--- src/hdl/mec_regs.svh ---
// constants for the monitor eoc command handler
// assumes inclusion by both ends and by the package user
`ifndef MEC_REGS_SVH
`define MEC_REGS_SVH
`define MEC_CLS_EOC 4'h0
`define MEC_CLS_OVH 4'h2
`define MEC_CLS_LOC 4'h8
`define MEC_CLS_REG 4'hC
`define MEC_ADDR_NT 3'h0
`define MEC_ADDR_BCAST 3'h7
`define MEC_CODE_HOLD 8'h00
`define MEC_CODE_FULL_LOOPBACK_REQUEST 8'h50
`define MEC_CODE_LB1 8'h51
`define MEC_CODE_LB2 8'h52
`define MEC_CODE_RCC 8'h53
`define MEC_CODE_NCC 8'h54
`define MEC_CODE_UTC 8'hAA
`define MEC_CODE_RTN 8'hFF
`define MEC_LOC_FULL_LOOPBACK_REQUEST 8'h50
`endif

--- src/hdl/mec_pkg.sv ---
// types shared by both ends of the monitor link
// assumes mec_regs.svh is on the include path
package mec_pkg;
   typedef logic [15:0] mec_msg_t;
   typedef enum logic [3:0] {
      MEC_CL_EOC = 4'h1,
      MEC_CL_OVH = 4'h2,
      MEC_CL_LOC = 4'h4,
      MEC_CL_REG = 4'h8
   } mec_class_e;
endpackage

--- src/hdl/mec_if.sv ---
// monitor channel carrier: one byte per frame, byte handshake each way
// assumes a single clock shared by both ends
interface mec_if;
   // controller to device
   logic [7:0] dn_byte;
   logic dn_valid;
   logic dn_ack;
   // device to controller
   logic [7:0] up_byte;
   logic up_valid;
   logic up_ack;
   modport dev (input dn_byte, input dn_valid, output dn_ack,
                output up_byte, output up_valid, input up_ack);
   modport ctl (output dn_byte, output dn_valid, input dn_ack,
                input up_byte, input up_valid, output up_ack);
endinterface

--- src/hdl/mec_dev.sv ---
// device end: decodes two-byte monitor messages and runs the eoc interpreter
// assumes the controller end shares clk and keeps one byte in flight
`include "mec_regs.svh"

module mec_dev
   import mec_pkg::*;
(
   // clock and reset
   input wire logic clk,
   input wire logic rst_n,
   // monitor link
   mec_if.dev mon,
   // pending messages from other sources
   input wire logic ovh_req,
   input wire mec_msg_t ovh_msg,
   input wire logic loc_req,
   input wire mec_msg_t loc_msg,
   input wire logic reg_req,
   input wire mec_msg_t reg_msg,
   // forwarded classes
   output logic ovh_rx_stb,
   output logic loc_rx_stb,
   output logic reg_rx_stb,
   output mec_msg_t rx_msg,
   // source handshakes
   output logic ovh_done,
   output logic loc_done,
   output logic reg_done,
   // eoc state
   output logic [7:0] eoc_state,
   output logic loopback_indication_downstream,
   output logic alternate_loopback_indication,
   output logic full_loop_closed,
   output logic first_bearer_loopback,
   output logic second_bearer_loopback,
   output logic crc_invert,
   output logic far_counter_stop,
   output logic near_counter_off,
   output logic errors_hold,
   // downstream status
   input wire logic transparent_auto,
   input wire logic err_or_sync
);
   typedef enum logic [2:0] {
      TX_IDLE = 3'b001,
      TX_HI = 3'b010,
      TX_LO = 3'b100
   } mec_tx_e;

   logic [7:0] hi_r;
   logic have_hi_r;
   logic msg_stb;
   mec_msg_t msg;
   logic eoc_pend_r;
   mec_msg_t eoc_reply_r;
   mec_tx_e tx_r;
   mec_msg_t tx_msg_r;
   logic [3:0] tx_src_r;
   logic ta_q1, ta_q2, es_q1, es_q2;

   // classify a first byte by its leading nibble
   function automatic mec_class_e cls_of(input logic [7:0] b);
      unique case (b[7:4])
         `MEC_CLS_EOC: cls_of = MEC_CL_EOC;
         `MEC_CLS_OVH: cls_of = MEC_CL_OVH;
         `MEC_CLS_REG: cls_of = MEC_CL_REG;
         default: cls_of = MEC_CL_LOC;
      endcase
   endfunction

   // status straps come from outside, so two flops first
   always_ff @(posedge clk) begin
      ta_q1 <= transparent_auto;
      ta_q2 <= ta_q1;
      es_q1 <= err_or_sync;
      es_q2 <= es_q1;
   end

   always_ff @(posedge clk) begin
      if (!rst_n) begin
         have_hi_r <= 1'b0;
         hi_r <= 8'h00;
      end else if (mon.dn_valid && !mon.dn_ack) begin
         have_hi_r <= !have_hi_r;
         if (!have_hi_r) begin
            hi_r <= mon.dn_byte;
         end
      end
   end

   // ack each byte for one cycle
   always_ff @(posedge clk) begin
      if (!rst_n) begin
         mon.dn_ack <= 1'b0;
      end else begin
         mon.dn_ack <= mon.dn_valid && !mon.dn_ack;
      end
   end

   assign msg_stb = mon.dn_valid && !mon.dn_ack && have_hi_r;
   assign msg = {hi_r, mon.dn_byte};

   always_ff @(posedge clk) begin
      if (!rst_n) begin
         ovh_rx_stb <= 1'b0;
         loc_rx_stb <= 1'b0;
         reg_rx_stb <= 1'b0;
         rx_msg <= 16'h0000;
      end else begin
         ovh_rx_stb <= msg_stb && cls_of(hi_r) == MEC_CL_OVH;
         loc_rx_stb <= msg_stb && cls_of(hi_r) == MEC_CL_LOC;
         reg_rx_stb <= msg_stb && cls_of(hi_r) == MEC_CL_REG;
         if (msg_stb) begin
            rx_msg <= msg;
         end
      end
   end

   // eoc field decode and reply build
   // hold for foreign address or data flag
   // unable to comply on undefined code
   always_ff @(posedge clk) begin
      if (!rst_n) begin
         eoc_pend_r <= 1'b0;
         eoc_reply_r <= 16'h0000;
      end else if (msg_stb && cls_of(hi_r) == MEC_CL_EOC) begin
         eoc_pend_r <= 1'b1;
         eoc_reply_r[15:8] <= hi_r;
         if (!((hi_r[3:1] == `MEC_ADDR_NT || hi_r[3:1] == `MEC_ADDR_BCAST) && hi_r[0])) begin
            eoc_reply_r[7:0] <= `MEC_CODE_HOLD;
         end else begin
            unique case (mon.dn_byte)
               `MEC_CODE_HOLD, `MEC_CODE_FULL_LOOPBACK_REQUEST, `MEC_CODE_LB1, `MEC_CODE_LB2, `MEC_CODE_RCC,
               `MEC_CODE_NCC, `MEC_CODE_RTN, `MEC_CODE_UTC: eoc_reply_r[7:0] <= mon.dn_byte;
               default: eoc_reply_r[7:0] <= `MEC_CODE_UTC;
            endcase
         end
      end else if (tx_r == TX_IDLE && !reg_req && eoc_pend_r) begin
         eoc_pend_r <= 1'b0; // taken by transmitter
      end
   end

   // commands only change eoc state registers
   // release all, state back to ff
   always_ff @(posedge clk) begin
      if (!rst_n) begin
         eoc_state <= `MEC_CODE_RTN;
         loopback_indication_downstream <= 1'b0;
         alternate_loopback_indication <= 1'b0;
         first_bearer_loopback <= 1'b0;
         second_bearer_loopback <= 1'b0;
         crc_invert <= 1'b0;
         far_counter_stop <= 1'b0;
         near_counter_off <= 1'b0;
         errors_hold <= 1'b0;
      end else if (msg_stb && cls_of(hi_r) == MEC_CL_EOC && hi_r[0] &&
                   (hi_r[3:1] == `MEC_ADDR_NT || hi_r[3:1] == `MEC_ADDR_BCAST)) begin
         unique case (mon.dn_byte)
            `MEC_CODE_FULL_LOOPBACK_REQUEST: begin
               eoc_state <= mon.dn_byte;
               loopback_indication_downstream <= ta_q2;
               alternate_loopback_indication <= es_q2;
            end
            `MEC_CODE_LB1: begin
               eoc_state <= mon.dn_byte;
               first_bearer_loopback <= 1'b1;
            end
            `MEC_CODE_LB2: begin
               eoc_state <= mon.dn_byte;
               second_bearer_loopback <= 1'b1;
            end
            `MEC_CODE_RCC: begin
               eoc_state <= mon.dn_byte;
               crc_invert <= 1'b1;
               far_counter_stop <= 1'b1;
               errors_hold <= 1'b1;
            end
            `MEC_CODE_NCC: begin
               eoc_state <= mon.dn_byte;
               near_counter_off <= 1'b1;
               errors_hold <= 1'b1;
            end
            `MEC_CODE_RTN: begin
               eoc_state <= `MEC_CODE_RTN;
               loopback_indication_downstream <= 1'b0;
               alternate_loopback_indication <= 1'b0;
               first_bearer_loopback <= 1'b0;
               second_bearer_loopback <= 1'b0;
               crc_invert <= 1'b0;
               far_counter_stop <= 1'b0;
               near_counter_off <= 1'b0;
               errors_hold <= 1'b0;
            end
            default: ; // hold and others leave state alone
         endcase
      end
   end

   // local full loopback closes the inner loop
   always_ff @(posedge clk) begin
      if (!rst_n) begin
         full_loop_closed <= 1'b0;
      end else if (msg_stb && cls_of(hi_r) == MEC_CL_EOC && hi_r[0] && mon.dn_byte == `MEC_CODE_RTN &&
                   (hi_r[3:1] == `MEC_ADDR_NT || hi_r[3:1] == `MEC_ADDR_BCAST)) begin
         full_loop_closed <= 1'b0;
      end else if (msg_stb && cls_of(hi_r) == MEC_CL_LOC && mon.dn_byte == `MEC_LOC_FULL_LOOPBACK_REQUEST &&
                   eoc_state == `MEC_CODE_FULL_LOOPBACK_REQUEST) begin
         full_loop_closed <= 1'b1;
      end
   end

   // confirmations leave on the upstream byte lane
   always_ff @(posedge clk) begin
      if (!rst_n) begin
         tx_r <= TX_IDLE;
         tx_msg_r <= 16'h0000;
         tx_src_r <= 4'h0;
         mon.up_valid <= 1'b0;
         mon.up_byte <= 8'h00;
         ovh_done <= 1'b0;
         loc_done <= 1'b0;
         reg_done <= 1'b0;
      end else begin
         ovh_done <= 1'b0;
         loc_done <= 1'b0;
         reg_done <= 1'b0;
         unique case (tx_r)
            TX_IDLE: begin
               if (reg_req || eoc_pend_r || ovh_req || loc_req) begin
                  tx_msg_r <= reg_req ? reg_msg : eoc_pend_r ? eoc_reply_r : ovh_req ? ovh_msg : loc_msg;
                  tx_src_r <= reg_req ? 4'h8 : eoc_pend_r ? 4'h1 : ovh_req ? 4'h2 : 4'h4;
                  mon.up_byte <= reg_req ? reg_msg[15:8] : eoc_pend_r ? eoc_reply_r[15:8] :
                                 ovh_req ? ovh_msg[15:8] : loc_msg[15:8];
                  mon.up_valid <= 1'b1;
                  tx_r <= TX_HI;
               end
            end
            TX_HI: begin
               if (mon.up_ack) begin
                  mon.up_byte <= tx_msg_r[7:0];
                  tx_r <= TX_LO;
               end
            end
            TX_LO: begin
               if (mon.up_ack) begin
                  mon.up_valid <= 1'b0;
                  reg_done <= tx_src_r[3];
                  ovh_done <= tx_src_r[1];
                  loc_done <= tx_src_r[2];
                  tx_r <= TX_IDLE;
               end
            end
         endcase
      end
   end
endmodule

--- src/flat_wrapper.sv ---
// flat-port wrapper written by rule: the top's interface ports become plain ports
module mec_dev_flat import mec_pkg::*;
  (clk, rst_n, ovh_req, ovh_msg, loc_req, loc_msg, reg_req, reg_msg, ovh_rx_stb, loc_rx_stb, reg_rx_stb, rx_msg, ovh_done, loc_done, reg_done, eoc_state, loopback_indication_downstream, alternate_loopback_indication, full_loop_closed, first_bearer_loopback, second_bearer_loopback, crc_invert, far_counter_stop, near_counter_off, errors_hold, transparent_auto, err_or_sync, mon_dn_byte, mon_dn_valid, mon_dn_ack, mon_up_byte, mon_up_valid, mon_up_ack);
  mec_if mon_i ();
  input wire logic clk;
  input wire logic rst_n;
  input wire logic ovh_req;
  input wire mec_msg_t ovh_msg;
  input wire logic loc_req;
  input wire mec_msg_t loc_msg;
  input wire logic reg_req;
  input wire mec_msg_t reg_msg;
  output logic ovh_rx_stb;
  output logic loc_rx_stb;
  output logic reg_rx_stb;
  output mec_msg_t rx_msg;
  output logic ovh_done;
  output logic loc_done;
  output logic reg_done;
  output logic [7:0] eoc_state;
  output logic loopback_indication_downstream;
  output logic alternate_loopback_indication;
  output logic full_loop_closed;
  output logic first_bearer_loopback;
  output logic second_bearer_loopback;
  output logic crc_invert;
  output logic far_counter_stop;
  output logic near_counter_off;
  output logic errors_hold;
  input wire logic transparent_auto;
  input wire logic err_or_sync;
  input wire logic [$bits(mon_i.dn_byte)-1:0] mon_dn_byte;
  input wire logic [$bits(mon_i.dn_valid)-1:0] mon_dn_valid;
  output wire logic [$bits(mon_i.dn_ack)-1:0] mon_dn_ack;
  output wire logic [$bits(mon_i.up_byte)-1:0] mon_up_byte;
  output wire logic [$bits(mon_i.up_valid)-1:0] mon_up_valid;
  input wire logic [$bits(mon_i.up_ack)-1:0] mon_up_ack;
  assign mon_i.dn_byte = mon_dn_byte;
  assign mon_i.dn_valid = mon_dn_valid;
  assign mon_dn_ack = mon_i.dn_ack;
  assign mon_up_byte = mon_i.up_byte;
  assign mon_up_valid = mon_i.up_valid;
  assign mon_i.up_ack = mon_up_ack;
  mec_dev u_core (.clk(clk), .rst_n(rst_n), .mon(mon_i), .ovh_req(ovh_req), .ovh_msg(ovh_msg), .loc_req(loc_req), .loc_msg(loc_msg), .reg_req(reg_req), .reg_msg(reg_msg), .ovh_rx_stb(ovh_rx_stb), .loc_rx_stb(loc_rx_stb), .reg_rx_stb(reg_rx_stb), .rx_msg(rx_msg), .ovh_done(ovh_done), .loc_done(loc_done), .reg_done(reg_done), .eoc_state(eoc_state), .loopback_indication_downstream(loopback_indication_downstream), .alternate_loopback_indication(alternate_loopback_indication), .full_loop_closed(full_loop_closed), .first_bearer_loopback(first_bearer_loopback), .second_bearer_loopback(second_bearer_loopback), .crc_invert(crc_invert), .far_counter_stop(far_counter_stop), .near_counter_off(near_counter_off), .errors_hold(errors_hold), .transparent_auto(transparent_auto), .err_or_sync(err_or_sync));
endmodule
--- config.mk ---
export PLATFORM = sky130hd
export DESIGN_NAME = mec_dev_flat
export DESIGN_NICKNAME = d
export VERILOG_FILES = /design/src/hdl/mec_pkg.sv /design/src/hdl/mec_if.sv /design/src/hdl/mec_dev.sv /design/src/flat_wrapper.sv
export VERILOG_INCLUDE_DIRS = /design/src /design/src/hdl
export SDC_FILE = /design/constraint.sdc
export NUM_CORES = 1
export LEC_CHECK = 0
export ABC_AREA = 1
export BUFFER_PORTS_ARGS = -buffer_cell sky130_fd_sc_hd__buf_4
export CAP_MARGIN = 15
export CORE_MARGIN = 2
export CORE_UTILIZATION = 25
export CTS_CLUSTER_DIAMETER = 80
export DETAILED_ROUTE_END_ITERATION = 8
export PLACE_DENSITY_LB_ADDON = 0.1
export SLEW_MARGIN = 25
export SYNTH_ARGS = -nofsm -noshare
export SYNTH_HDL_FRONTEND = slang
export SYNTH_SLANG_ARGS = --single-unit
--- constraint.sdc ---
create_clock -name clk -period 1.3 [get_ports clk]
set_input_delay 0.065 -clock clk [delete_from_list [all_inputs] [get_ports clk]]
set_output_delay 0.065 -clock clk [all_outputs]
set_load 0.03 [all_outputs]
Word level (Yosys, flattened, before mapping). Index checks and enable logic that the tools add are counted.

Logic and storage cells: 142. Input port bits: 65. Flip-flop bits (word level): 93.

Equality and inequality tests: 22. Bitwise operators: 2. Reduce and logical (&&, ||, !) cells: 53. Mux-type cells: 35.

Operators with widths (count): $mux 8 (10); $eq 8x7->1 const B (6); $pmux 8 s2 (2); $mux 4 (5); $reduce_bool 2->1 (10); $reduce_and 2->1 (9); $eq 8x8->1 const B (2); $logic_and 1x1->1 (16); $pmux 1 s2 (8); $mux 3 (4); $pmux 4 s3 (1); $reduce_and 3->1 (4); $pmux 3 s3 (1); $eq 4x2->1 const B (2); $eq 4x3->1 const B (2); $eq 4x4->1 const B (2); $logic_not 8->1 (1); $reduce_or 8->1 (1); $eq 3x3->1 const B (2); $ne 2x2->1 const B (3); $reduce_or 5->1 (1); $eq 4x1->1 const B (1); $logic_not 4->1 (1); $logic_or 1x1->1 (4); 7 further kinds (14).

Longest topological paths before layout. Gate-level depths: netlist of the first run.

Depth in word-level cells: 14. Depth in mapped cells: 11. Gate-level depth less buffers: 10.

Worst setup path after synthesis of the first run. OpenSTA, ideal clock, no wires.

Path kind: reg2reg. From: register u_core.mon.dn_ack. To: register u_core.full_loop_closed. Setup slack: -0.164 ns. Library setup time: 0.070 ns. Data required time: 1.230 ns. Stages on the path, launching flop included: 9. Arrival: 1.394 ns. Path through: dfxtp_1 > nor2_4 > nand2_4 > nor2_8 > inv_6 > nor2_8 > a21oi_1 > inv_2 > a21oi_1.

Longest elaborated chain between the ends: 8. Elaborated cells on any way between the ends: 11. Classes of those cells: reduce/logical: 11.

Ends and longest elaborated chain: from (decl) (line mec_if.sv:12) `modport dev (input dn_byte, input dn_valid, output dn_ack,`; from (signal assigned) (line mec_dev.sv:96) `mon.dn_ack <= mon.dn_valid && !mon.dn_ack;`; $logic_not 1->1 * (line mec_dev.sv:100) `assign msg_stb = mon.dn_valid && !mon.dn_ack && have_hi_r;`; $logic_and 1x1->1 * (2 in series) (line mec_dev.sv:100); $logic_and 1x1->1 (2 in series) (line mec_dev.sv:203) `` end else if (msg_stb && cls_of(hi_r) == MEC_CL_EOC && hi_r[0] && mon.dn_byte == `MEC_CODE_RTN && ``; $logic_and 1x1->1 (no source line); $logic_and 1x1->1 (line mec_dev.sv:203); $reduce_or 2->1 (no source line); to (signal assigned) (line mec_dev.sv:202) `full_loop_closed <= 1'b0;`; to (signal assigned) (line mec_dev.sv:205) `full_loop_closed <= 1'b0;`; to (signal assigned) (line mec_dev.sv:208) `full_loop_closed <= 1'b1;`; to (decl) (line mec_dev.sv:33) `output logic full_loop_closed,`.

Mark *: on every way between the ends. The rest lies on a longest branch, timed or not. A chain may end at the register's enable or synchronous reset.

Final worst setup path of the first run.
From: register u_core.mon.dn_ack. To: register u_core.alternate_loopback_indication.

Longest elaborated chain between the ends: 7.

Ends and longest elaborated chain: $logic_not 1->1 (line mec_dev.sv:100); $logic_and 1x1->1 (2 in series) (line mec_dev.sv:100); $logic_and 1x1->1 (3 in series) (line mec_dev.sv:156) `end else if (msg_stb && cls_of(hi_r) == MEC_CL_EOC && hi_r[0] &&`; $reduce_and 2->1 (no source line); to (signal assigned) (line mec_dev.sv:162) `alternate_loopback_indication <= es_q2;`; to (decl) (line mec_dev.sv:32) `output logic alternate_loopback_indication,`.

Every way passes these cells.

==> impl.org, run 1 <==
** Synth
- Post-synthesis share of cell area spent on xor and xnor gates :: 0%
- Dominant cells by area after synthesis :: sky130_fd_sc_hd__dfxtp_1 46%, sky130_fd_sc_hd__nand2_1 11%, sky130_fd_sc_hd__a21oi_1 9.0%
- Proportion of synthesized area in mux cells :: 0%
- The mapped netlist covers roughly 0.0040 sq mm.
- Number of nets in the synthesized netlist :: between 500 and 600
- Share of the synthesized area in the top cell type :: 46.4%
- Number of unique standard cell types used by synthesis :: 33
- Summing the areas of all compound-gate instances in the mapped netlist gives between 10% and 20% of the synthesized area.
- Synthesis produced a netlist whose cell count is approximately 530.
- Share of synthesized area occupied by flip-flops and latches :: between 40% and 50%
- Synthesis inferred 92 register bits.
- Summed over all instances, the cell type with the most area after synthesis is sky130_fd_sc_hd__dfxtp_1.
- After Yosys synthesis, full adders, half adders and majority gates account for 0% of the synthesized area.
- Fraction of the mapped netlist area in simple logic gates :: 27.2%
- Avg Inst Size Synth :: about 7.4 sq um
- Yosys synthesis warning count :: 0
- Main combinational cell family by area after synthesis :: simple AND/OR/NAND/NOR gates

** Power and ir drop
- In this run the static leakage power is about 0.0028 uW.
- Dividing total power by cell area gives a power density of ~1200 mW/mm^2.
- Across the VDD grid, the largest voltage drop is between 0.7 and 0.8 mV.

** Floorplanning
- Effective utilization at floorplan :: approximately 25%
- The floorplan has between 40 and 50 rows.
- In this run the horizontal extent of the chip is about 130 microns.
- around 110 I/O pins were placed.
- DIE HEIGHT :: about 130 microns
- The floorplan step defined a die boundary enclosing approximately 0.017 sq mm.
- The floorplan step defined a core boundary enclosing 0.0157 sq mm.

** Route
- WL/cell :: between 10 and 15 microns
- After detailed routing, the total wire length is 12800 microns.
- Via density :: ~4.4
- After the first detailed-routing iteration, the DRC count stood at between 200 and 250.
- Residual DRC :: 0
- Remaining antenna violation count :: 0
- The first detailed-routing pass ran for 4 iterations.
- Summing over every cut layer, the via total after detailed routing is 4117.

** Placement
- Summing all placed instances gives a cell area of approximately 0.0055 sq mm.
- In this run, placement finished with an instance count of 905.
- Buffers placed on the I/O ports in this run total approximately 110.
- GPL Wtd Cong :: ~0.84
- Half-perimeter wire length after detailed placement :: 9730 microns
- Setup slack at placement :: -0.136 ns

** Timing
- In this run the tightest slew margin relative to its limit is approximately 73%.
- Across all setup checks in the final design, the least slack found is -0.129 ns.
- Total Neg Setup Slack :: -1.91 ns
- Final Setup Violations :: 32
- The number of hold violations in the final report was 0.
- Max-slew violation count :: 0
- Top achievable clock speed :: 0.700 GHz
- Worst-case clock skew :: roughly 0.0061 ns
- At the pin with the least slew margin, the transition time is about 0.41 ns.
- Setup repair after global routing could not meet its margin everywhere.
- The worst path uses 110% of the clock period.
- Counting I/O delays and the setup requirement, the final critical path takes 1.43 ns.

** Final layout
- Area growth from synthesis to layout :: 56.8%
- Utilization of the core after routing :: roughly two fifths
- For this run, the number of standard cells in the final layout without fillers is about 940.
- 0 antenna diodes ended up in the layout.
- Final-layout fill cell count :: between 1.5k and 2k
- Layout Cell Area excl Fill :: around 0.0062 sq mm
- Most frequent cells in the layout :: 176 x sky130_fd_sc_hd__buf_4, 118 x sky130_fd_sc_hd__nand2_1, 86 x sky130_fd_sc_hd__dfxtp_1
- The sequential cells in the finished layout cover a total of 0.00185 sq mm.
- Final net count :: 779
- Layout cell share with drive strength beyond 1 :: 38.2%
- Leading cell type in the layout, fill and taps excluded :: sky130_fd_sc_hd__buf_4
- Area of combinational cells with multiple inputs :: 0.00194 sq mm

** Clock network
- For the worst-skew pair, the clock arrives at the later sink with an insertion delay of ~0.35 ns.
- The H-tree generated during clock tree synthesis spans 3 levels.
- Maximum clock path buffer count :: 2
- Clock-pin slew was measured on the worst setup and hold paths at 0.07 ns.
- In this run the clock root is driven by a sky130_fd_sc_hd__clkbuf_16.
- TritonCTS built the clock tree.
- Clock tree synthesis found a total of between 90 and 100 sinks.
- Cts bufs inserted :: 9

** GRT
- Across every metal layer, demand over resource in global routing totals about 15%.
- Number of global-route vias before repair :: between 4k and 5k
- Global routing finished with a remaining overflow of 0.
- First-pass GRT wire length :: slightly below 20000 microns
- Antenna violations before repair :: 0
- Entering global routing, the biggest net connects 31 pins.

** Job
- Across the run, the number of max-cap violations was 0.

** Setup path
- Element type at the critical path end :: register
- STA puts the critical path data required time at roughly 1.5 ns.
- CP Data Arrival Time :: ~1.7 ns
- The critical path in this run is classified as reg2reg.
- The worst setup path is launched from a register.
- Along the worst path, the maximum fanout reaches 4.

** Run status
- The flow ran to the end, but the final reports show violations.
- The checks that failed: setup timing.

** Worst hold path
- In this run the worst hold path is classified as in2reg.
[where the power goes]
group          total (uW)  internal, uW  switching, uW
registers            3030          2950           84.0
logic                1300           609            693
clock network        3160          2010           1150
[timing repair]
item	4_1_cts	5_1_grt
hold buffers	2	0
gates cloned	0	1
gates resized for setup	29	37
pin swaps	6	10
endpoints found under the hold margin	2	0
endpoints found under the setup margin	40	57
buffers inserted	4	8
[layout make-up]
cell class	count	area share, %
Clock buffer	10	4.02
Clock inverter	6	1.87
Inverter	45	2.94
Multi-Input combinational cell	371	31.3
Sequential cell	92	29.8
Tap cell	216	4.35
Timing Repair Buffer	195	25.7
[registers in the layout (all words and copies together), names as in the netlist, 3 cells and up]
| register | count |
|---|---|
| u_core.eoc_reply_r | 16 |
| u_core.tx_src_r | 3 |
| u_core.mon.up_byte | 8 |
| u_core.tx_msg_r | 8 |
| u_core.rx_msg | 16 |
| u_core.eoc_state | 8 |
| u_core.tx_r | 3 |
| u_core.hi_r | 8 |
[worst max-delay path: stages, from the launching register on]
cell and delay [ns]:
sky130_fd_sc_hd__dfxtp_4 0.35, sky130_fd_sc_hd__nor2_4 0.15, sky130_fd_sc_hd__nand2_4 0.09, sky130_fd_sc_hd__nor2_8 0.14
sky130_fd_sc_hd__nand4_1 0.21, sky130_fd_sc_hd__nor2_1 0.19, sky130_fd_sc_hd__nand2_1 0.06, sky130_fd_sc_hd__o21ai_0 0.07
sky130_fd_sc_hd__nor2_1 0.05
[cells in the mapped netlist, drive strengths merged]
cell type and number:
nand2 130, nand4 4, nand3 30, a211oi 4, nand3b 1, o211ai 1, buf 10, a31oi 4
a22o 10, o21ai 41, clkbuf 15, nor2 65, nor3 6, a21oi 73, inv 45, dfxtp 92
nor4 2
[through the flow]
stage	hold WS, ns	total power [uW]
3_3_place_gp	0.171	4270
6_report	0.00814	7490
3_5_place_dp	0.172	4270
4_1_cts	0.00489	7520
2_1_floorplan	0.0927	3690
5_1_grt	0.0241	7820
[layer usage]
| layer | global-route usage [%] | vias up | part of all wire, % |
|---|---|---|---|
| met3 | 2.91 | 16 | 5.6 |
| met5 | 0 | - | 0 |
| met4 | 6.33 | 0 | 2.1 |
| li1 | - | 2116 | - |
| met1 | 18.7 | 1871 | 45 |
| met2 | 26.0 | 114 | 47 |
[kinds of logic (layout without fill, tap and decap cells)]
| family | Yosys count | after routing |
|---|---|---|
| flops | 92 | 92 |
| simple gates | 238 | 238 |
| buf+inv | 70 | 256 |
| compound gates | 133 | 133 |
[final timing paths]
path	end	cells after the start	slack, ns	startpoint
worst max-delay path	u_core.alternate_loopback_indication	8	-0.13	u_core.mon.dn_ack
worst max register to register	u_core.alternate_loopback_indication	8	-0.13	u_core.mon.dn_ack
worst min-delay path	u_core.tx_msg_r[3]	3	0.008	reg_msg[3]
worst min register to register	u_core.ta_q2	0	0.33	u_core.ta_q1
Power figures use the tool's default switching activity.
==> inputs of run 2 (changes only) <==
--- a/config.mk
+++ b/config.mk
@@ -9,7 +9,7 @@
 export ABC_AREA = 1
 export BUFFER_PORTS_ARGS = -buffer_cell sky130_fd_sc_hd__buf_4
 export CAP_MARGIN = 15
-export CORE_MARGIN = 2
+export CORE_MARGIN = 10
 export CORE_UTILIZATION = 25
 export CTS_CLUSTER_DIAMETER = 80
 export DETAILED_ROUTE_END_ITERATION = 8
==> run 2 against run 1 <==
  * The run still ends with setup timing left
  * Routed wire length is 7.6% higher
  * Clock power is 4% lower
  * Final cell count is 0.64% lower
  * Non-clock buffer count is 2 lower
  * First-iteration DRC count is 23% lower
  * Clock-buffer cell count is 1 higher
  * Total power is 1.2% lower
  * Sequential share of layout area is 0.30 points lower
  * Critical path depth stayed put
  * Critical path type unchanged
==> impl.org, run 2 (synthesis results as in run 1) <==
** Run status
- Status :: finished with violations
- Failing checks :: setup timing

** Final layout
- Layout cell share with drive strength beyond 1 :: about two fifths
- The library cell used most frequently in the layout, excluding fill and tap cells, is sky130_fd_sc_hd__buf_4.
- The repair_antennas step left the layout with diodes totalling 0.
- The library cells used most frequently in the layout, excluding fill and tap cells, are 171 x sky130_fd_sc_hd__buf_4, 112 x sky130_fd_sc_hd__nand2_1, 85 x sky130_fd_sc_hd__dfxtp_1.
- For this run, the number of standard cells in the final layout without fillers is between 900 and 1k.
- The largest registers in the layout are u_core.eoc_reply_r x16, u_core.rx_msg x16.
- After the last flow step, the layout net total stands at between 700 and 800.
- Area growth from synthesis to layout :: 58.6%

** GRT
- The initial antenna violation count came to 0.
- Number of global-route vias before repair :: 4279
- First-pass GRT wire length :: between 20000 and 25000 microns
- Across every metal layer, demand over resource in global routing totals between 10 and 15%.
- Entering global routing, the biggest net connects 31 pins.
- For this run the aggregate overflow at the end of global routing stands at 0.

** Setup path
- The worst setup path is captured at a register.
- Worst Path Buf+Inv :: 2
- Dominant cell type by count on the critical path :: sky130_fd_sc_hd__nor2_8
- Max incr delay on CP :: about 0.33 ns
- Crit path max fanout :: 8
- Crit path required time :: roughly 1.6 ns
- Cell-by-cell trace of the critical path :: nor2_4 -> nand3_4 -> nor2_8 -> inv_6 -> nor2_8 -> buf_4 -> nand4_2 -> a21oi_2
- CP max-delay cell :: sky130_fd_sc_hd__dfxtp_2
- The cell family contributing the most delay on the critical path is simple AND/OR/NAND/NOR gates.
- STA classifies the critical path startpoint as a register.
- CP Data Arrival Time :: between 1.5 and 2 ns
- Critical path class :: reg2reg

** Power and ir drop
- Sequential cell fraction of total power :: between 40 and 50%
- IR analysis of the VDD net gives a maximum drop of 0.616 mV.
- Ratio of total power to cell area :: approximately 1200 mW/mm^2
- Net switching power :: between 1500 and 2000 uW
- The analysis attributes to cell leakage a power of ~0.0028 uW.
- The clock network burns between 40 and 50% of the power.
- The internal power of the cells totals ~5500 uW.
- Fraction of power spent switching nets :: 25.6%
- Combinational logic burns ~18% of the power.

** Clock network
- The cell sitting at the root of the clock tree is a sky130_fd_sc_hd__clkbuf_16.
- TritonCTS built the clock tree.
- In this run the number of H-tree levels came out at 3.
- Sink Count :: 92
- CTS clk-pin slew, worst paths :: around 0.06 ns
- The later pin in the worst-skew pair is clocked with a latency of between 0.3 and 0.4 ns.
- TritonCTS created 9 clock buffers.
- In this run the deepest clock path goes through 2 buffers.

** Timing
- Setup repair after global routing could not meet its margin everywhere.
- In this run the tightest slew margin relative to its limit is 81.0%.
- The max-slew violation count is 0.
- Tcrit/Tclk final :: 105%
- Final hold vios :: 0
- Hold timing on the final database bottoms out at a slack of ~0.014 ns.
- Setup violations remaining at the end of the flow were counted as 21.
- At the pin with the least slew margin, the transition time is 0.282 ns.
- The routed design could run at a clock period as short as approximately 1.4 ns.
- Smallest setup slack after layout :: -0.0660 ns
- Top achievable clock speed :: about 0.73 GHz
- Worst-case clock skew :: about 0.0063 ns

** Route
- The detailed router finished its first iteration with approximately 160 violations.
- After detailed routing, the average wire length per cell comes to about 15 microns.
- Vias after detailed routing :: between 4k and 5k
- Detailed Routing Iterations Pass 1 :: 4
- Aggregate routed wire length :: 13700 microns
- Residual DRC :: 0
- The count of nets left with antenna violations once routing finished came out at 0.
- Via density :: 4.41

** Placement
- In this run, placement finished with an instance count of between 800 and 900.
- At the end of routability-driven placement, the weighted congestion stood at around 0.78.
- In this run the tool buffered the top-level ports with ~110 buffer cells.
- The HPWL after detailed placement is ~11000 microns.

** Floorplanning
- Effective utilization at floorplan :: between 20% and 30%
- 114 I/O pins were placed.
- Row cnt :: 45
- Core Region :: 0.0154 sq mm
- From left edge to right edge, the die measures between 100 and 150 microns.
- Die ar. :: ~0.021 sq mm
- The die is 146 microns tall.

** Worst hold path
- The tightest min-delay check is of the in2reg type.

** Job
- Maximum capacitance violations :: 0
[run 2: path summary, 6_finish.rpt]
check                 startpoint                                     to  slack [ns]  cells after the start
setup / recovery  u_core.hi_r[4]  u_core.loopback_indication_downstream       -0.07                      8
hold / removal        reg_msg[3]                     u_core.tx_msg_r[3]        0.01                      3
setup reg to reg  u_core.hi_r[4]  u_core.loopback_indication_downstream       -0.07                      8
hold reg to reg     u_core.es_q1                           u_core.es_q2        0.34                      0
[run 2: area by class of cell]
| cell class | instances | area (sq um) |
|---|---|---|
| fillers | 1608 | 9080 |
| flip-flops and latches | 92 | 1860 |
| clock buffers | 11 | 243 |
| well taps | 211 | 264 |
| inverters | 45 | 186 |
| clock inverters | 5 | 108 |
| multi-input cells | 372 | 2050 |
| repair buffers | 193 | 1580 |
[run 2: through the flow]
step	TNS, ns	power, uW	utilization (%)	area (sq um)	setup slack (ns)
after global routing	-3.65	7750	40.9	6290	-0.160
after global placement	-1.31	4260	35.8	5500	-0.0795
after floorplan	-0.00463	3690	-	3980	-0.00463
final	-0.793	7400	40.9	6290	-0.0660
after CTS	-0.677	7430	39.5	6080	-0.0572
after detailed placement	-2.11	4270	35.8	5500	-0.110
[run 2: repair_timing]
action                                  4_1_cts  5_1_grt
gates cloned                                  2        0
hold buffers                                  2        0
endpoints found under the setup margin       48       73
buffers inserted                              7        6
pin swaps                                    10       13
resized for setup                            42       57
hold endpoints to repair                      2        0
[run 2: routing by layer]
layer  GRT usage [%]  share of wire, %  vias up
met3            4.44               6.0       11
met5               0                 0        -
met2            21.3                48       90
met4            2.88               1.1        0
met1            15.4                45     1885
li1                -                 -     2113
[run 2: power by group through the flow]
stage,clock network [uW],registers [uW],logic [uW]
CTS,3140,3040,1250
global placement,0,3090,1170
global route,3230,3060,1460
detailed placement,0,3090,1170
finish,3040,3040,1330
floorplan,0,3190,504
[run 2: tightest hold or removal path, stage by stage]
cell and delay, ns:
sky130_fd_sc_hd__buf_4 0.10, sky130_fd_sc_hd__a21oi_4 0.05, sky130_fd_sc_hd__a21oi_1 0.10
